`config.mk`:
```
export PLATFORM = sky130hd
export DESIGN_NAME = interrupt_priority_regs
export DESIGN_NICKNAME = d
export VERILOG_FILES = /design/src/design/prio_pkg.sv /design/src/design/level_register.sv /design/src/design/source_gate.sv /design/src/design/interrupt_priority_regs.sv
export VERILOG_INCLUDE_DIRS = /design/src /design/src/design
export SDC_FILE = /design/constraint.sdc
export NUM_CORES = 1
export LEC_CHECK = 0
export BUFFER_PORTS_ARGS = -buffer_cell sky130_fd_sc_hd__buf_4
export CAP_MARGIN = 20
export CORE_AREA = 2 2 150 152
export DETAILED_ROUTE_END_ITERATION = 8
export DIE_AREA = 0 0 152 154
export PLACE_DENSITY = 0.53
export SLEW_MARGIN = 20
export SYNTH_ARGS = -nofsm -noshare
export SYNTH_HDL_FRONTEND = slang
export SYNTH_SLANG_ARGS = --single-unit
```
`constraint.sdc`:
```
create_clock -name clk -period 2 [get_ports clk]
set_input_delay 0.2 -clock clk [delete_from_list [all_inputs] [get_ports clk]]
set_output_delay 0.2 -clock clk [all_outputs]
set_load 0.03 [all_outputs]
```
`src/design/prio_consts.svh`:
```
// offsets, field positions, reset values and counts of the priority register bank
`ifndef PRIO_CONSTS_SVH
`define PRIO_CONSTS_SVH

// ==========================================================================
// register word indices (byte address is four times the index)
`define PRIO_IDX_UART1RX_SPI1_TIMER3 4'h0
`define PRIO_IDX_DMA1_ADC_UART1TX 4'h1
`define PRIO_IDX_CHANGE_CMP_I2C1 4'h2
`define PRIO_IDX_EXTINT1 4'h3
`define PRIO_IDX_TIMER4_COMPARE_DMA2 4'h4
`define PRIO_IDX_UART2_EXTINT2_TIMER5 4'h5
`define PRIO_IDX_CAN_SPI2 4'h6
`define PRIO_IDX_CAPTURE_DMA3 4'h7
`define PRIO_REG_COUNT 8

// ==========================================================================
// field layout: four 3-bit slots, lsb at 0, 4, 8, 12; bit above each unused
`define PRIO_FIELD_W 3
`define PRIO_SLOT_STRIDE 4
`define PRIO_SLOTS 4
`define PRIO_SRC_COUNT 27

// ==========================================================================
// reset and special codes
`define PRIO_LEVEL_RESET 3'h4
`define PRIO_LEVEL_OFF 3'h0

// ==========================================================================
// implemented-slot masks, bit k set when slot k holds a field
`define PRIO_MASK_FULL 4'hF
`define PRIO_MASK_LOW3 4'h7
`define PRIO_MASK_LOW1 4'h1

`endif

```
`src/design/prio_pkg.sv`:
```
// shared types of the priority register bank
package prio_pkg;

	// bus handshake states, one-hot
	typedef enum logic [1:0] {
		bus_idle = 2'b01,
		bus_ack = 2'b10
	} bus_state_e;

	// one priority level code
	typedef logic [2:0] level_t;

endpackage

```
`src/design/level_register.sv`:
```
// one 16-bit priority register holding up to four 3-bit level fields
`timescale 1ns/1ps
`include "prio_consts.svh"

module level_register #(
	parameter logic [3:0] FIELD_MASK = `PRIO_MASK_FULL
) (
	input wire logic clk,
	input wire logic rst_n,
	input wire logic wr_en,
	input wire logic [15:0] wr_data,
	input wire logic [1:0] byte_en,
	output logic [15:0] value
);

	logic [2:0] field_reg [4];

	// ======================================================================
	// field storage
	genvar k;
	generate
		for (k = 0; k < `PRIO_SLOTS; k++) begin : g_slot
			if (FIELD_MASK[k]) begin : g_impl
				always_ff @(posedge clk or negedge rst_n) begin
					if (!rst_n) begin
						field_reg[k] <= `PRIO_LEVEL_RESET;
					end else if (wr_en && byte_en[k/2]) begin
						field_reg[k] <= wr_data[k*`PRIO_SLOT_STRIDE +: `PRIO_FIELD_W];
					end
				end
			end else begin : g_none
				always_ff @(posedge clk or negedge rst_n) begin
					if (!rst_n) begin
						field_reg[k] <= `PRIO_LEVEL_OFF;
					end else begin
						field_reg[k] <= `PRIO_LEVEL_OFF;
					end
				end
			end
			// spare bit above field reads zero
			assign value[k*`PRIO_SLOT_STRIDE +: `PRIO_SLOT_STRIDE] = {1'b0, field_reg[k]};
		end
	endgenerate

endmodule

```
`src/design/source_gate.sv`:
```
// turns level fields into per-source request-enable flags
`timescale 1ns/1ps
`include "prio_consts.svh"

module source_gate #(
	parameter int N = `PRIO_SRC_COUNT
) (
	input wire logic clk,
	input wire logic rst_n,
	input wire logic [3*N-1:0] levels,
	input wire logic [N-1:0] present,
	output logic [N-1:0] active
);

	// ======================================================================
	// one flag per source
	// code zero never requests
	always_ff @(posedge clk or negedge rst_n) begin
		if (!rst_n) begin
			active <= '0;
		end else begin
			for (int i = 0; i < N; i++) begin
				active[i] <= present[i] && (levels[3*i +: 3] != `PRIO_LEVEL_OFF);
			end
		end
	end

endmodule

```
`src/design/interrupt_priority_regs.sv`:
```
// avalon-mm register bank of per-source interrupt priority levels
//
// Notes on behaviour
// - three-bit level, 7 highest, 1 lowest
// - level code zero disables the source
// - every field readable and writable by software
// - fields reset to level four
// - unimplemented bits ignore writes, read zero
// - uart1 rx, spi1, spi1 error, timer3
// - dma1, adc1, uart1 tx; top unused
// - change notify, comparator1, i2c1 master, slave
// - only external interrupt 1 at bottom
// - timer4, compare4, compare3, dma2
// - uart2 tx, uart2 rx, ext2, timer5
// - can event, can receive, spi2, spi2 error
// - no can module disables can sources
// - capture4, capture3, dma3; top unused
`timescale 1ns/1ps
`include "prio_consts.svh"

module interrupt_priority_regs #(
	parameter bit HAS_CAN = 1'b1
) (
	input wire logic clk,
	input wire logic rst_n,
	input wire logic [3:0] avs_address,
	input wire logic avs_read,
	input wire logic avs_write,
	input wire logic [31:0] avs_writedata,
	input wire logic [3:0] avs_byteenable,
	output logic [31:0] avs_readdata,
	output logic avs_waitrequest,
	output prio_pkg::level_t uart1_receive_level,
	output prio_pkg::level_t spi1_event_level,
	output prio_pkg::level_t spi1_error_level,
	output prio_pkg::level_t timer3_level,
	output prio_pkg::level_t dma_ch1_done_level,
	output prio_pkg::level_t adc1_done_level,
	output prio_pkg::level_t uart1_transmit_level,
	output prio_pkg::level_t change_notify_level,
	output prio_pkg::level_t comparator1_level,
	output prio_pkg::level_t i2c1_master_level,
	output prio_pkg::level_t i2c1_slave_level,
	output prio_pkg::level_t ext_irq1_level,
	output prio_pkg::level_t timer4_level,
	output prio_pkg::level_t compare4_level,
	output prio_pkg::level_t compare3_level,
	output prio_pkg::level_t dma_ch2_done_level,
	output prio_pkg::level_t uart2_transmit_level,
	output prio_pkg::level_t uart2_receive_level,
	output prio_pkg::level_t ext_irq2_level,
	output prio_pkg::level_t timer5_level,
	output prio_pkg::level_t can_event_level,
	output prio_pkg::level_t can_receive_level,
	output prio_pkg::level_t spi2_event_level,
	output prio_pkg::level_t spi2_error_level,
	output prio_pkg::level_t capture4_level,
	output prio_pkg::level_t capture3_level,
	output prio_pkg::level_t dma_ch3_done_level,
	output logic [`PRIO_SRC_COUNT-1:0] source_active
);

	// ======================================================================
	// helpers

	// true when the word index names a register of the bank
	function automatic logic addr_hit(input logic [3:0] addr);
		addr_hit = (addr < 4'(`PRIO_REG_COUNT));
	endfunction

	// which slots of a register hold a field
	function automatic logic [3:0] slot_mask(input int idx);
		case (idx)
			1: slot_mask = `PRIO_MASK_LOW3;
			3: slot_mask = `PRIO_MASK_LOW1;
			7: slot_mask = `PRIO_MASK_LOW3;
			default: slot_mask = `PRIO_MASK_FULL;
		endcase
	endfunction

	// ======================================================================
	// bus handshake state

	prio_pkg::bus_state_e state_reg;
	logic waitrequest_reg;
	logic [31:0] readdata_reg;
	logic commit_write;
	logic [15:0] reg_value [`PRIO_REG_COUNT];
	logic [15:0] read_value;

	// write lands on the edge where the master sees waitrequest low
	assign commit_write = avs_write && (state_reg == prio_pkg::bus_ack);

	// one wait cycle per access, then a single ready cycle
	always_ff @(posedge clk or negedge rst_n) begin
		if (!rst_n) begin
			state_reg <= prio_pkg::bus_idle;
		end else begin
			case (state_reg)
				prio_pkg::bus_idle: begin
					if (avs_read || avs_write) begin
						state_reg <= prio_pkg::bus_ack;
					end
				end
				prio_pkg::bus_ack: begin
					state_reg <= prio_pkg::bus_idle;
				end
				default: begin
					state_reg <= prio_pkg::bus_idle;
				end
			endcase
		end
	end

	// waitrequest high except in the ready cycle
	always_ff @(posedge clk or negedge rst_n) begin
		if (!rst_n) begin
			waitrequest_reg <= 1'b1;
		end else begin
			waitrequest_reg <= !((state_reg == prio_pkg::bus_idle) && (avs_read || avs_write));
		end
	end

	// ======================================================================
	// read path

	// unmapped addresses read as zero
	always_comb begin
		read_value = 16'h0000;
		if (addr_hit(avs_address)) begin
			read_value = reg_value[avs_address[2:0]];
		end
	end

	// read data captured for the ready cycle
	// upper half and spare bits zero
	always_ff @(posedge clk or negedge rst_n) begin
		if (!rst_n) begin
			readdata_reg <= 32'h0000_0000;
		end else if (state_reg == prio_pkg::bus_idle && avs_read) begin
			readdata_reg <= {16'h0000, read_value};
		end
	end

	assign avs_readdata = readdata_reg;
	assign avs_waitrequest = waitrequest_reg;

	// ======================================================================
	// register bank

	genvar r;
	generate
		for (r = 0; r < `PRIO_REG_COUNT; r++) begin : g_reg
			level_register #(
				.FIELD_MASK(slot_mask(r))
			) u_reg (
				.clk(clk),
				.rst_n(rst_n),
				.wr_en(commit_write && addr_hit(avs_address) && (avs_address[2:0] == 3'(r))),
				.wr_data(avs_writedata[15:0]),
				.byte_en(avs_byteenable[1:0]),
				.value(reg_value[r])
			);
		end
	endgenerate

	// ======================================================================
	// field outputs, slots at bits 14-12, 10-8, 6-4, 2-0

	assign uart1_receive_level = reg_value[0][14:12];
	assign spi1_event_level = reg_value[0][10:8];
	assign spi1_error_level = reg_value[0][6:4];
	assign timer3_level = reg_value[0][2:0];
	assign dma_ch1_done_level = reg_value[1][10:8];
	assign adc1_done_level = reg_value[1][6:4];
	assign uart1_transmit_level = reg_value[1][2:0];
	assign change_notify_level = reg_value[2][14:12];
	assign comparator1_level = reg_value[2][10:8];
	assign i2c1_master_level = reg_value[2][6:4];
	assign i2c1_slave_level = reg_value[2][2:0];
	assign ext_irq1_level = reg_value[3][2:0];
	assign timer4_level = reg_value[4][14:12];
	assign compare4_level = reg_value[4][10:8];
	assign compare3_level = reg_value[4][6:4];
	assign dma_ch2_done_level = reg_value[4][2:0];
	assign uart2_transmit_level = reg_value[5][14:12];
	assign uart2_receive_level = reg_value[5][10:8];
	assign ext_irq2_level = reg_value[5][6:4];
	assign timer5_level = reg_value[5][2:0];
	assign can_event_level = reg_value[6][14:12];
	assign can_receive_level = reg_value[6][10:8];
	assign spi2_event_level = reg_value[6][6:4];
	assign spi2_error_level = reg_value[6][2:0];
	assign capture4_level = reg_value[7][10:8];
	assign capture3_level = reg_value[7][6:4];
	assign dma_ch3_done_level = reg_value[7][2:0];

	// ======================================================================
	// request-enable flags, index 0 is uart1 rx, 26 is dma3

	logic [3*`PRIO_SRC_COUNT-1:0] level_flat;
	logic [`PRIO_SRC_COUNT-1:0] present;

	assign level_flat = {
		dma_ch3_done_level, capture3_level, capture4_level,
		spi2_error_level, spi2_event_level, can_receive_level, can_event_level,
		timer5_level, ext_irq2_level, uart2_receive_level, uart2_transmit_level,
		dma_ch2_done_level, compare3_level, compare4_level, timer4_level,
		ext_irq1_level,
		i2c1_slave_level, i2c1_master_level, comparator1_level, change_notify_level,
		uart1_transmit_level, adc1_done_level, dma_ch1_done_level,
		timer3_level, spi1_error_level, spi1_event_level, uart1_receive_level
	};

	always_comb begin
		present = '1;
		// can event sits at index 20, can receive at 21; timer5 at 19 stays ungated
		present[20] = HAS_CAN;
		present[21] = HAS_CAN;
	end

	source_gate #(
		.N(`PRIO_SRC_COUNT)
	) u_gate (
		.clk(clk),
		.rst_n(rst_n),
		.levels(level_flat),
		.present(present),
		.active(source_active)
	);

endmodule

```
Word-level counts from Yosys, hierarchy flattened
Index checks and enable logic that the tools add are counted.
W data, S select, Z words.
Operators by class
  magnitude comparators: 2
  equal/unequal tests: 10
  muxes and demuxes: 6
  bitwise operators: 1
  reduce and logical (&&, ||, !) cells: 57
Operator list (count)
  $reduce_bool A3 Y1: 27
  $bmux W16 S3: 1
  $mux W16: 3
  $logic_and A1 B1 Y1: 27
  $eq A3 B3 Y1 const B: 4
  $eq A3 B2 Y1 const B: 2
  $ge A4 B4 Y1 const B: 1
  $lt A4 B4 Y1 const B: 1
  $mux W2: 2
  $not A3 Y4: 1
  $eq A3 B1 Y1 const B: 1
  $logic_not A3 Y1: 1
  $eq A2 B1 Y1 const B: 1
  $eq A2 B2 Y1 const B: 1
  $ne A2 B1 Y1 const B: 1
  $logic_not A1 Y1: 1
  $logic_or A1 B1 Y1: 1
Word-level totals
  register bits after elaboration: 127
  bits of input ports: 44
  output and inout bits: 141
  logic and storage cells: 107

Longest topological paths before layout
Gate-level depths: netlist of the first run.
  word-level depth: 5
  depth in mapped cells: 7
  mapped depth without buffers: 4

Cells and area by module
From an unflattened synthesis of the first run, not the netlist that was laid out.
Unflattened totals
  cell total of the unflattened synthesis: 479
  area, all modules: 6434.9 um2
Modules (own cells, without submodules)
  level_register at g_reg[0].u_reg ...: times used 5, cells each 31, area each 481.7 um2, sequential area each 305.3 um2
  interrupt_priority_regs: times used 1, cells each 193, area each 2009.4 um2, sequential area each 478.0 um2
  source_gate: times used 1, cells each 54, area each 912.1 um2, sequential area each 675.6 um2
  level_register at g_reg[1].u_reg ...: times used 2, cells each 28, area each 437.9 um2, sequential area each 229.0 um2
  level_register at g_reg[3].u_reg: times used 1, cells each 21, area each 229.0 um2, sequential area each 76.3 um2

Worst setup path after synthesis of the first run
OpenSTA, ideal clock, no wires.
  path type: reg2reg
  from: register state_reg[0]
  to: register g_reg[7].u_reg.field_reg (netlist bit g_reg[7].u_reg.value[0])
  library setup time: 0.125 ns
  arrival time: 1.490 ns
  required time: 1.875 ns
  path slack: 0.385 ns
  cell stages (with the launch flop): 5
  clock period less this slack: 1.615 ns
  cell sequence: dfstp_2 nand4b_1 or3_4 nor2_4 mux2_2
On the way
  longest elaborated chain between the ends: 5
RTL lines
  start: declaration: RTL line interrupt_priority_regs.sv:84  | prio_pkg::bus_state_e state_reg;
  start signal: assignment: RTL line interrupt_priority_regs.sv:97  | state_reg <= prio_pkg::bus_idle;
  start signal: assignment: RTL line interrupt_priority_regs.sv:102  | state_reg <= prio_pkg::bus_ack;
  start signal: assignment: RTL line interrupt_priority_regs.sv:106  | state_reg <= prio_pkg::bus_idle;
  $eq A2 B2 Y1: RTL line interrupt_priority_regs.sv:92  | assign commit_write = avs_write && (state_reg == prio_pkg::bus_ack);
  $logic_and A1 B1 Y1: RTL line interrupt_priority_regs.sv:92
  $logic_and A1 B1 Y1 (2 in a row): RTL line interrupt_priority_regs.sv:159  | .wr_en(commit_write && addr_hit(avs_address) && (avs_address[2:0] == 3'(r))),
  $logic_and A1 B1 Y1: RTL line level_register.sv:27  | end else if (wr_en && byte_en[k/2]) begin
  end signal: indexed assignment: RTL line level_register.sv:26  | field_reg[k] <= `PRIO_LEVEL_RESET;
  end signal: indexed assignment: RTL line level_register.sv:28  | field_reg[k] <= wr_data[k*`PRIO_SLOT_STRIDE +: `PRIO_FIELD_W];
  end: declaration: RTL line level_register.sv:16  | logic [2:0] field_reg [4];
No other way between the ends.
A chain may end at the register's enable or synchronous reset.

Final worst setup path of the first run
  from: register state_reg[0]
  to: register g_reg[5].u_reg.field_reg (netlist bit g_reg[5].u_reg.value[5])
On the way
  longest elaborated chain between the ends: 5
RTL lines (RTL line)
  $eq A2 B2 Y1: interrupt_priority_regs.sv:92
  $logic_and A1 B1 Y1: interrupt_priority_regs.sv:92
  $logic_and A1 B1 Y1 (2 in a row): interrupt_priority_regs.sv:159
  $logic_and A1 B1 Y1: level_register.sv:27
  end signal: indexed assignment: level_register.sv:26
  end signal: indexed assignment: level_register.sv:28
  end: declaration: level_register.sv:16
No other way between the ends.

==> results of run 1 <==
## synth_stat cells (7+ instances only)
| library cell | n |
|---|---|
| mux2_2 | 84 |
| nand2b_1 | 10 |
| nor2_4 | 7 |
| mux2i_1 | 12 |
| a32o_1 | 9 |
| buf_4 | 21 |
| mux4_1 | 7 |
| or3_1 | 27 |
| o21ai_0 | 8 |
| dfstp_2 | 29 |
| dfrtp_1 | 94 |
| nand2_1 | 11 |
## power by group through the flow
| stage | clock, mW | combinational (mW) | sequential [mW] |
|---|---|---|---|
| floorplan | 0 | 0.626 | 4.13 |
| global placement | 0 | 2.40 | 3.36 |
| detailed placement | 0 | 2.43 | 3.37 |
| CTS | 3.21 | 2.45 | 3.33 |
| global route | 3.35 | 2.55 | 3.39 |
| finish | 3.14 | 2.41 | 3.32 |
## cells by family after synthesis
group / count (synthesis)
other: 1
and+or+nand+nor: 76
DFF: 123
buffers and inverters: 35
muxes: 105
AOI/OAI and AO/OA: 35
## metal layers
| metal | track usage | wire [um] | vias up |
|---|---|---|---|
| met1 | 0.179 | 6770 | 1905 |
| met5 | 0 | 0 | - |
| met2 | 0.214 | 7330 | 155 |
| met3 | 0.0380 | 926 | 20 |
| li1 | - | - | 1663 |
| met4 | 0.0490 | 276 | 0 |
## metrics by stage
step / hold slack (ns) / cells / worst slack (ns)
2_1_floorplan: -0.0956 / 394 / 0.385
3_3_place_gp: 0.347 / 790 / 0.152
3_5_place_dp: 0.362 / 790 / 0.139
4_1_cts: 0.0572 / 826 / 0.126
5_1_grt: 0.0650 / 826 / 0.0273
6_report: 0.0735 / 826 / 0.176
## layout make-up
type | count | share of cell area
flip-flops and latches | 123 | 0.423
multi-input cells | 236 | 0.288
repair buffers | 153 | 0.159
clock buffers | 19 | 0.0588
well taps | 280 | 0.0476
clock inverters | 13 | 0.0229
inverters | 2 | 0.00102
## final timing paths
kind | from | to | slack [ns] | cells past startpoint
setup reg to reg | state_reg[0] | g_reg[5].u_reg.value[5] | 0.18 | 4
max in group asynchronous | rst_n | u_gate.active[2] | 1.03 | 3
hold reg to reg | avs_readdata[10] | avs_readdata[10] | 0.50 | 1
setup / recovery | state_reg[0] | g_reg[5].u_reg.value[5] | 0.18 | 4
min in group asynchronous | rst_n | u_gate.active[0] | 0.44 | 3
hold / removal | avs_writedata[14] | g_reg[0].u_reg.value[14] | 0.07 | 2
==> summary.md, run 1 <==
| Metric | Value |
|---|---|
| Status | `completed` |
| Largest net degree at the start of global routing | `124` |
| DRC viols | `0` |
| Minimum clock period after layout | `1.82 ns` |
| Yosys reg bits | `123` |
| CTS Buf Count | `17` |
| Commonest non-fill, non-tap cell in the layout | `buf_4` |
| Clock sinks | `123` |
| First-pass GRT wire length | `24100 um` |
| CP delay by family, top | `simple AND/OR/NAND/NOR gates` |
| Comb pwr share | `0.272` |
| Die area | `23400 um2` |
| # setup viols final | `0` |
| Hold Violations, Final | `0` |
| Max Slew Vio Count | `0` |
| Synth Area in Simple Gates | `0.0909` |
| Vias in the first global route | `3910` |
| Mean number of vias per cell | `4.53` |
| Global placer's final weighted congestion | `0.804` |
| Worst-path cell chain | `nand4b_1 -> or3_4 -> nor2_4 -> mux2_2` |
| Total gr overflow | `0` |
| Synthesis-to-layout area growth | `36.5%` |
| DIE WIDTH | `152 um` |
| Row count | `54` |
| Average cell area after synthesis | `14.4 um2` |
| Kind of critical path | `reg -> reg` |
| Part of the cycle the worst path needs | `0.912` |
| Psw | `2.96 mW` |
| Largest cells by area after synthesis | `dfrtp_1 (44%), mux2_2 (18%), dfstp_2 (14%), mux4_1 (3.4%), or3_1 (3.1%)` |
| CTS Buffer Depth | `2` |
| Clock skew | `0.00666 ns` |
| Buf/Inv on CP | `0` |
| Top Ports | `185` |
| CTS tree | `yes` |
| Ys async rst share | `1.00` |
| RSZ-0062 raised after global routing | `no` |
| Overall global routing resource usage | `0.136` |
| Post-CTS setup buffer count | `0` |
| Initial antenna violation count | `0` |
| WL/cell | `18.5 um` |
| Cell variety after synth | `34` |
| Peak supply drop | `0.000563 V` |
| Antenna Nets Post-Route | `0` |
| Critical Path RT | `2.31 ns` |
| Sw Share | `0.333` |
| Post-CTS Hold Fix Bufs | `4` |
| Sequential fraction of design power | `0.374` |
| Synth top area share | `0.436` |
| N_diodes | `0` |
| Initial core utilization | `0.249` |
| Crit path largest cell delay | `0.45 ns` |
| Finished Core Util | `0.340` |
| Crit path max-delay cell type | `or3_4` |
| Cells after Synth | `375` |
| Post-synthesis compound-gate area fraction | `0.0478` |
| Iter 0 DRT Violations | `127` |
| Worst skew pair latency | `0.42 ns` |
| CTS Root Cell | `clkbuf_16` |
| Core area | `21700 um2` |
| # nets final | `577` |
| Setup TNS | `0 ns` |
| Internal | `5.92 mW` |
| Largest register FFs | `81` |
| Mapped Area | `5400 um2` |
| Die Y | `154 um` |
| Dominant synthesized flop cell | `dfrtp_1` |
| Synth Area in Adders | `0` |
| Pwr Total | `8.88 mW` |
| Worst hold path type | `in -> reg` |
| Clk pwr share | `0.353` |
| Pwr Density | `1210 nW/um2` |
| Combinational family with the most area after synthesis | `multiplexers` |
| H-tree depth | `4` |
| LEAKAGE | `3.66 nW` |
| Resized cells post-CTS | `0` |
| Fmax | `548 MHz` |
| Post-synth EDFFs | `0` |
| Critical Path Source Type | `register` |
| Vias post-DR | `3743` |
| Sequential element share of the synthesized area | `0.577` |
| Share of layout cells above drive strength 1 | `0.559` |
| Max cap viols | `0` |
| Worst slew pin tran | `0.689 ns` |
| Placed Area | `6720 um2` |
| Routed wire length | `15300 um` |
| Leading area contributor after synthesis | `dfrtp_1` |
| CP max FO | `6` |
| Worst-path clk slew | `0.06 ns` |
| Dpl hpwl | `11200 um` |
| Synth warn | `0` |
| Area of the multi-input gates | `2120 um2` |
| Most frequent cells in the layout | `buf_4 (148), dfrtp_1 (94), mux2_2 (84)` |
| Design area | `7360 um2` |
| First drt pass iteration count | `4` |
| Slew HR | `0.541` |
| FF/Latch Area | `3110 um2` |
| Nature of the critical path endpoint | `register` |
| Post-synthesis mux area share | `0.240` |
| XOR/XNOR Fraction of Synth Area | `0` |
| Data arrival time of the critical path | `2.13 ns` |
| Buffers on Ports | `142` |
| Fill count | `2156` |
(Power assumes the default switching activity.)
==> inputs of run 2 (changes only) <==
Settings changed: CTS_BUF_LIST set to sky130_fd_sc_hd__clkbuf_4 sky130_fd_sc_hd__clkbuf_8 sky130_fd_sc_hd__clkbuf_16.
==> summary.md, run 2 (same netlist as run 1, synthesis figures left out) <==
| Metric | Value |
|---|---|
| Share of layout cells above drive strength 1 | `0.562` |
| Minimum clock period after layout | `1.82 ns` |
| WL/cell | `18.5 um` |
| Largest register FFs | `81` |
| Hold path endpoint | `g_reg[0].u_reg.value[14]` |
| Resized cells post-CTS | `0` |
| CP delay by family, top | `simple AND/OR/NAND/NOR gates` |
| Buffers on Ports | `142` |
| Slew HR | `0.540` |
| CTS Root Cell | `clkbuf_16` |
| CTS tree | `yes` |
| Worst-path cell chain | `nand4b_1 -> or3_4 -> nor2_4 -> mux2_2` |
| Nature of the critical path endpoint | `register` |
| Top Ports | `185` |
| Part of the cycle the worst path needs | `0.912` |
| Initial antenna violation count | `0` |
| LEAKAGE | `3.66 nW` |
| Buf/Inv on CP | `0` |
| DRC viols | `0` |
| Clock sinks | `123` |
| Flop-to-flop setup slack | `0.18 ns` |
| Status | `completed` |
| RSZ-0062 raised after global routing | `no` |
| Routed wire length | `15300 um` |
| Overall global routing resource usage | `0.136` |
| First drt pass iteration count | `4` |
| Antenna Nets Post-Route | `0` |
| Post-Layout Cell Count | `826` |
| Dpl hpwl | `11200 um` |
| Crit path largest cell delay | `0.45 ns` |
| Global placer's final weighted congestion | `0.804` |
| Kind of critical path | `reg -> reg` |
| Largest net degree at the start of global routing | `124` |
| Worst Hold Path Cells | `2` |
| R2R depth | `4` |
| Placed cells | `790` |
| Vias in the first global route | `3910` |
| Crit path max-delay cell type | `or3_4` |
| Die Y | `154 um` |
| Synthesis-to-layout area growth | `36.6%` |
| Setup TNS | `0 ns` |
| Vias post-DR | `3740` |
| Data arrival time of the critical path | `2.13 ns` |
| Worst slew pin tran | `0.689 ns` |
| Most frequent cells in the layout | `buf_4 (148), dfrtp_1 (94), mux2_2 (84)` |
| Worst hold path type | `in -> reg` |
| Die area | `23400 um2` |
| Max cap viols | `0` |
| CP max FO | `6` |
| Critical Path RT | `2.31 ns` |
| Hold_sp | `avs_writedata[14]` |
| Post-CTS Hold Fix Bufs | `4` |
| Critical Path Stages | `4` |
| H-tree depth | `4` |
| CTS Buffer Depth | `2` |
| First-pass GRT wire length | `24100 um` |
| Mean number of vias per cell | `4.53` |
| Commonest non-fill, non-tap cell in the layout | `buf_4` |
| Peak supply drop | `0.000563 V` |
| Worst-path clk slew | `0.06 ns` |
| Pwr Density | `1210 nW/um2` |
| Worst reg2reg path startpoint | `state_reg[0]` |
| # setup viols final | `0` |
| Initial core utilization | `0.249` |
| Critical Path Source Type | `register` |
| DIE WIDTH | `152 um` |
| Post-CTS setup buffer count | `0` |
| Fmax | `548 MHz` |
| Core area | `21700 um2` |
| FF-to-FF End | `g_reg[5].u_reg.value[5]` |
| Max Slew Vio Count | `0` |
| Worst skew pair latency | `0.42 ns` |
| Row count | `54` |
| Total gr overflow | `0` |
| N_diodes | `0` |
| # nets final | `577` |
| Clock skew | `0.00666 ns` |
| CTS Buf Count | `17` |
| Hold Violations, Final | `0` |
| Fill count | `2157` |
| Iter 0 DRT Violations | `126` |
## run 2: layout make-up
cell class,instances,area (um2),area share
Multi-Input combinational cell,236,2120,0.287
Clock inverter,13,169,0.0229
Tap cell,280,350,0.0475
Clock buffer,19,440,0.0598
Inverter,2,7.51,0.00102
Timing Repair Buffer,153,1170,0.159
Sequential cell,123,3110,0.423
## run 2: layer usage
layer,wire [um],global-route usage
met2,7340,0.214
met3,908,0.0380
met1,6790,0.179
met4,277,0.0490
met5,0,0
## run 2: metrics by stage
step | hold slack, ns | power (mW) | worst slack, ns | instance area, um2 | util
floorplan | -0.0956 | 4.76 | 0.385 | 5470 | -
global placement | 0.347 | 5.76 | 0.152 | 6720 | 0.310
detailed placement | 0.362 | 5.81 | 0.139 | 6720 | 0.310
CTS | 0.0572 | 9.02 | 0.126 | 7370 | 0.340
global route | 0.0650 | 9.31 | 0.0273 | 7370 | 0.340
finish | 0.0733 | 8.90 | 0.176 | 7370 | 0.340
## run 2: worst reg2reg max path: stages, from the launching register on
cell and delay, ns:
dfstp_2 0.37, nand4b_1 0.25, or3_4 0.45, nor2_4 0.27
mux2_2 0.37
## run 2: power breakdown
group | internal (mW) | total [mW] | switching [mW]
Sequential | 3.00 | 3.32 | 0.328
Combinational | 0.954 | 2.41 | 1.46
Clock | 1.99 | 3.16 | 1.17
## run 2: worst max path at each step
stage	to	startpoint	slack [ns]
after global routing	g_reg[0].u_reg.value[0]	state_reg[0]	0.03
after global placement	g_reg[0].u_reg.value[5]	state_reg[0]	0.15
after floorplan	g_reg[7].u_reg.value[0]	state_reg[0]	0.39
after CTS	g_reg[1].u_reg.value[1]	state_reg[0]	0.13
final	g_reg[5].u_reg.value[5]	state_reg[0]	0.18
after detailed placement	g_reg[1].u_reg.value[1]	state_reg[0]	0.14
==> inputs of run 3 (changes only) <==
Settings changed: CORE_AREA 2 2 150 152 to 10 10 158 160, DIE_AREA 0 0 152 154 to 0 0 168 170.
==> summary.md, run 3 (same netlist as run 1, synthesis figures left out) <==
| Metric | Value |
|---|---|
| WL/cell | `20.5 um` |
| Top Ports | `185` |
| DIE WIDTH | `168 um` |
| Routed wire length | `17000 um` |
| First-pass GRT wire length | `26300 um` |
| Max Slew Vio Count | `0` |
| Largest register FFs | `81` |
| Clock sinks | `123` |
| CTS Root Cell | `clkbuf_16` |
| Clk pwr share | `0.341` |
| Slew HR | `0.663` |
| Setup TNS | `0 ns` |
| CP max FO | `6` |
| Vias post-DR | `3718` |
| Crit path max-delay cell type | `nor3_1` |
| Overall global routing resource usage | `0.121` |
| Max cap viols | `0` |
| Worst-path cell chain | `nand4b_1 -> nor3_1 -> nand2_1 -> mux2_2` |
| Worst skew pair latency | `0.41 ns` |
| Sequential fraction of design power | `0.379` |
| Iter 0 DRT Violations | `138` |
| Hold Violations, Final | `0` |
| Nature of the critical path endpoint | `register` |
| Clock skew | `0.00572 ns` |
| Fill count | `2136` |
| Flop-to-flop setup slack | `0.14 ns` |
| Psw | `2.91 mW` |
| Largest net degree at the start of global routing | `52` |
| Finished Core Util | `0.340` |
| Data arrival time of the critical path | `2.15 ns` |
| DRC viols | `0` |
| Worst hold path type | `in -> reg` |
| FF/Latch Area | `3110 um2` |
| # setup viols final | `0` |
| Total gr overflow | `0` |
| # nets final | `578` |
| Vias in the first global route | `4215` |
| Peak supply drop | `0.000540 V` |
| Sw Share | `0.331` |
| Part of the cycle the worst path needs | `0.931` |
| CTS Buf Count | `17` |
| CTS Buffer Depth | `2` |
| Critical Path RT | `2.29 ns` |
| Internal | `5.88 mW` |
| H-tree depth | `4` |
| Antenna Nets Post-Route | `0` |
| Row count | `54` |
| Crit path largest cell delay | `0.40 ns` |
| Area of the multi-input gates | `2120 um2` |
| First drt pass iteration count | `4` |
| Kind of critical path | `reg -> reg` |
| Die Y | `170 um` |
| Initial core utilization | `0.249` |
| Share of layout cells above drive strength 1 | `0.565` |
| Global placer's final weighted congestion | `0.843` |
| Dpl hpwl | `12900 um` |
| CTS tree | `yes` |
| Pwr Density | `1190 nW/um2` |
| Commonest non-fill, non-tap cell in the layout | `buf_4` |
| Most frequent cells in the layout | `buf_4 (149), dfrtp_1 (94), mux2_2 (84)` |
| Post-CTS setup buffer count | `0` |
| RSZ-0062 raised after global routing | `no` |
| Mean number of vias per cell | `4.50` |
| Status | `completed` |
| Die area | `28600 um2` |
| Initial antenna violation count | `0` |
| Synthesis-to-layout area growth | `36.5%` |
| Minimum clock period after layout | `1.86 ns` |
| Worst-path clk slew | `0.05 ns` |
| Comb pwr share | `0.280` |
| Buffers on Ports | `142` |
| LEAKAGE | `3.68 nW` |
| Worst slew pin tran | `0.492 ns` |
| N_diodes | `0` |
| Fmax | `537 MHz` |
| Core area | `21700 um2` |
| Critical Path Source Type | `register` |
## run 3: cell types whose count changed in the layout (fill, tap and decap cells not counted), sizes merged
cell / before / now
buf: 149 / 151
bufinv: 3 / 1
clkbuf: 19 / 25
clkinv: 4 / 5
clkinvlp: 4 / 1
dlygate4sd3: 4 / 3
inv: 4 / 2
## run 3: worst max-delay path: cells and delay by family (launching register included)
family	cells	cell delay [ns]
mux	1	0.36
flops	1	0.37
simple gates	3	1.02
## run 3: layer usage
metal	global-route usage	share of wire	vias to the layer above	routed length, um
met4	0.0382	0.011	0	194
li1	-	-	1672	-
met1	0.147	0.43	1887	7320
met5	0	0	-	0
met2	0.188	0.48	143	8100
met3	0.0521	0.080	16	1370
## run 3: metrics by stage
step	power [mW]	hold WS (ns)	setup WS [ns]	instances	cell area, um2
after floorplan	4.76	-0.0956	0.385	394	5470
after global placement	5.82	0.170	0.144	792	6750
after detailed placement	5.87	0.178	0.134	792	6750
after CTS	8.93	0.00157	0.105	827	7360
after global routing	9.23	0.0274	0.0154	827	7360
final	8.79	0.0343	0.139	827	7360
## run 3: worst paths after layout
check,start,end,cells past startpoint
worst max register to register,state_reg[0],g_reg[0].u_reg.value[4],4
max in group asynchronous,rst_n,g_reg[4].u_reg.value[6],3
worst min-delay path,avs_write,avs_waitrequest,2
min in group asynchronous,rst_n,u_gate.active[12],2
worst max-delay path,state_reg[0],g_reg[0].u_reg.value[4],4
worst min register to register,avs_readdata[4],avs_readdata[4],1
## run 3: repair_timing
action                    in CTS  in global routing
resized for setup              0                  0
hold buffers                   3                  0
hold endpoints to repair      28                  0
## run 3: power groups by stage
stage	Combinational [mW]	Clock [mW]	Sequential, mW
after floorplan	0.626	0	4.13
after global placement	2.46	0	3.35
after detailed placement	2.49	0	3.38
after CTS	2.51	3.08	3.34
after global routing	2.62	3.21	3.40
final	2.46	3.00	3.33
## run 3: final cells by class
class                      count  area share
sequential                   123       0.423
timing repair buffer         154       0.161
multi-input combinational    236       0.288
tap                          280      0.0476
clock inverter                 7     0.00849
clock buffer                  25      0.0710
inverter                       2     0.00102
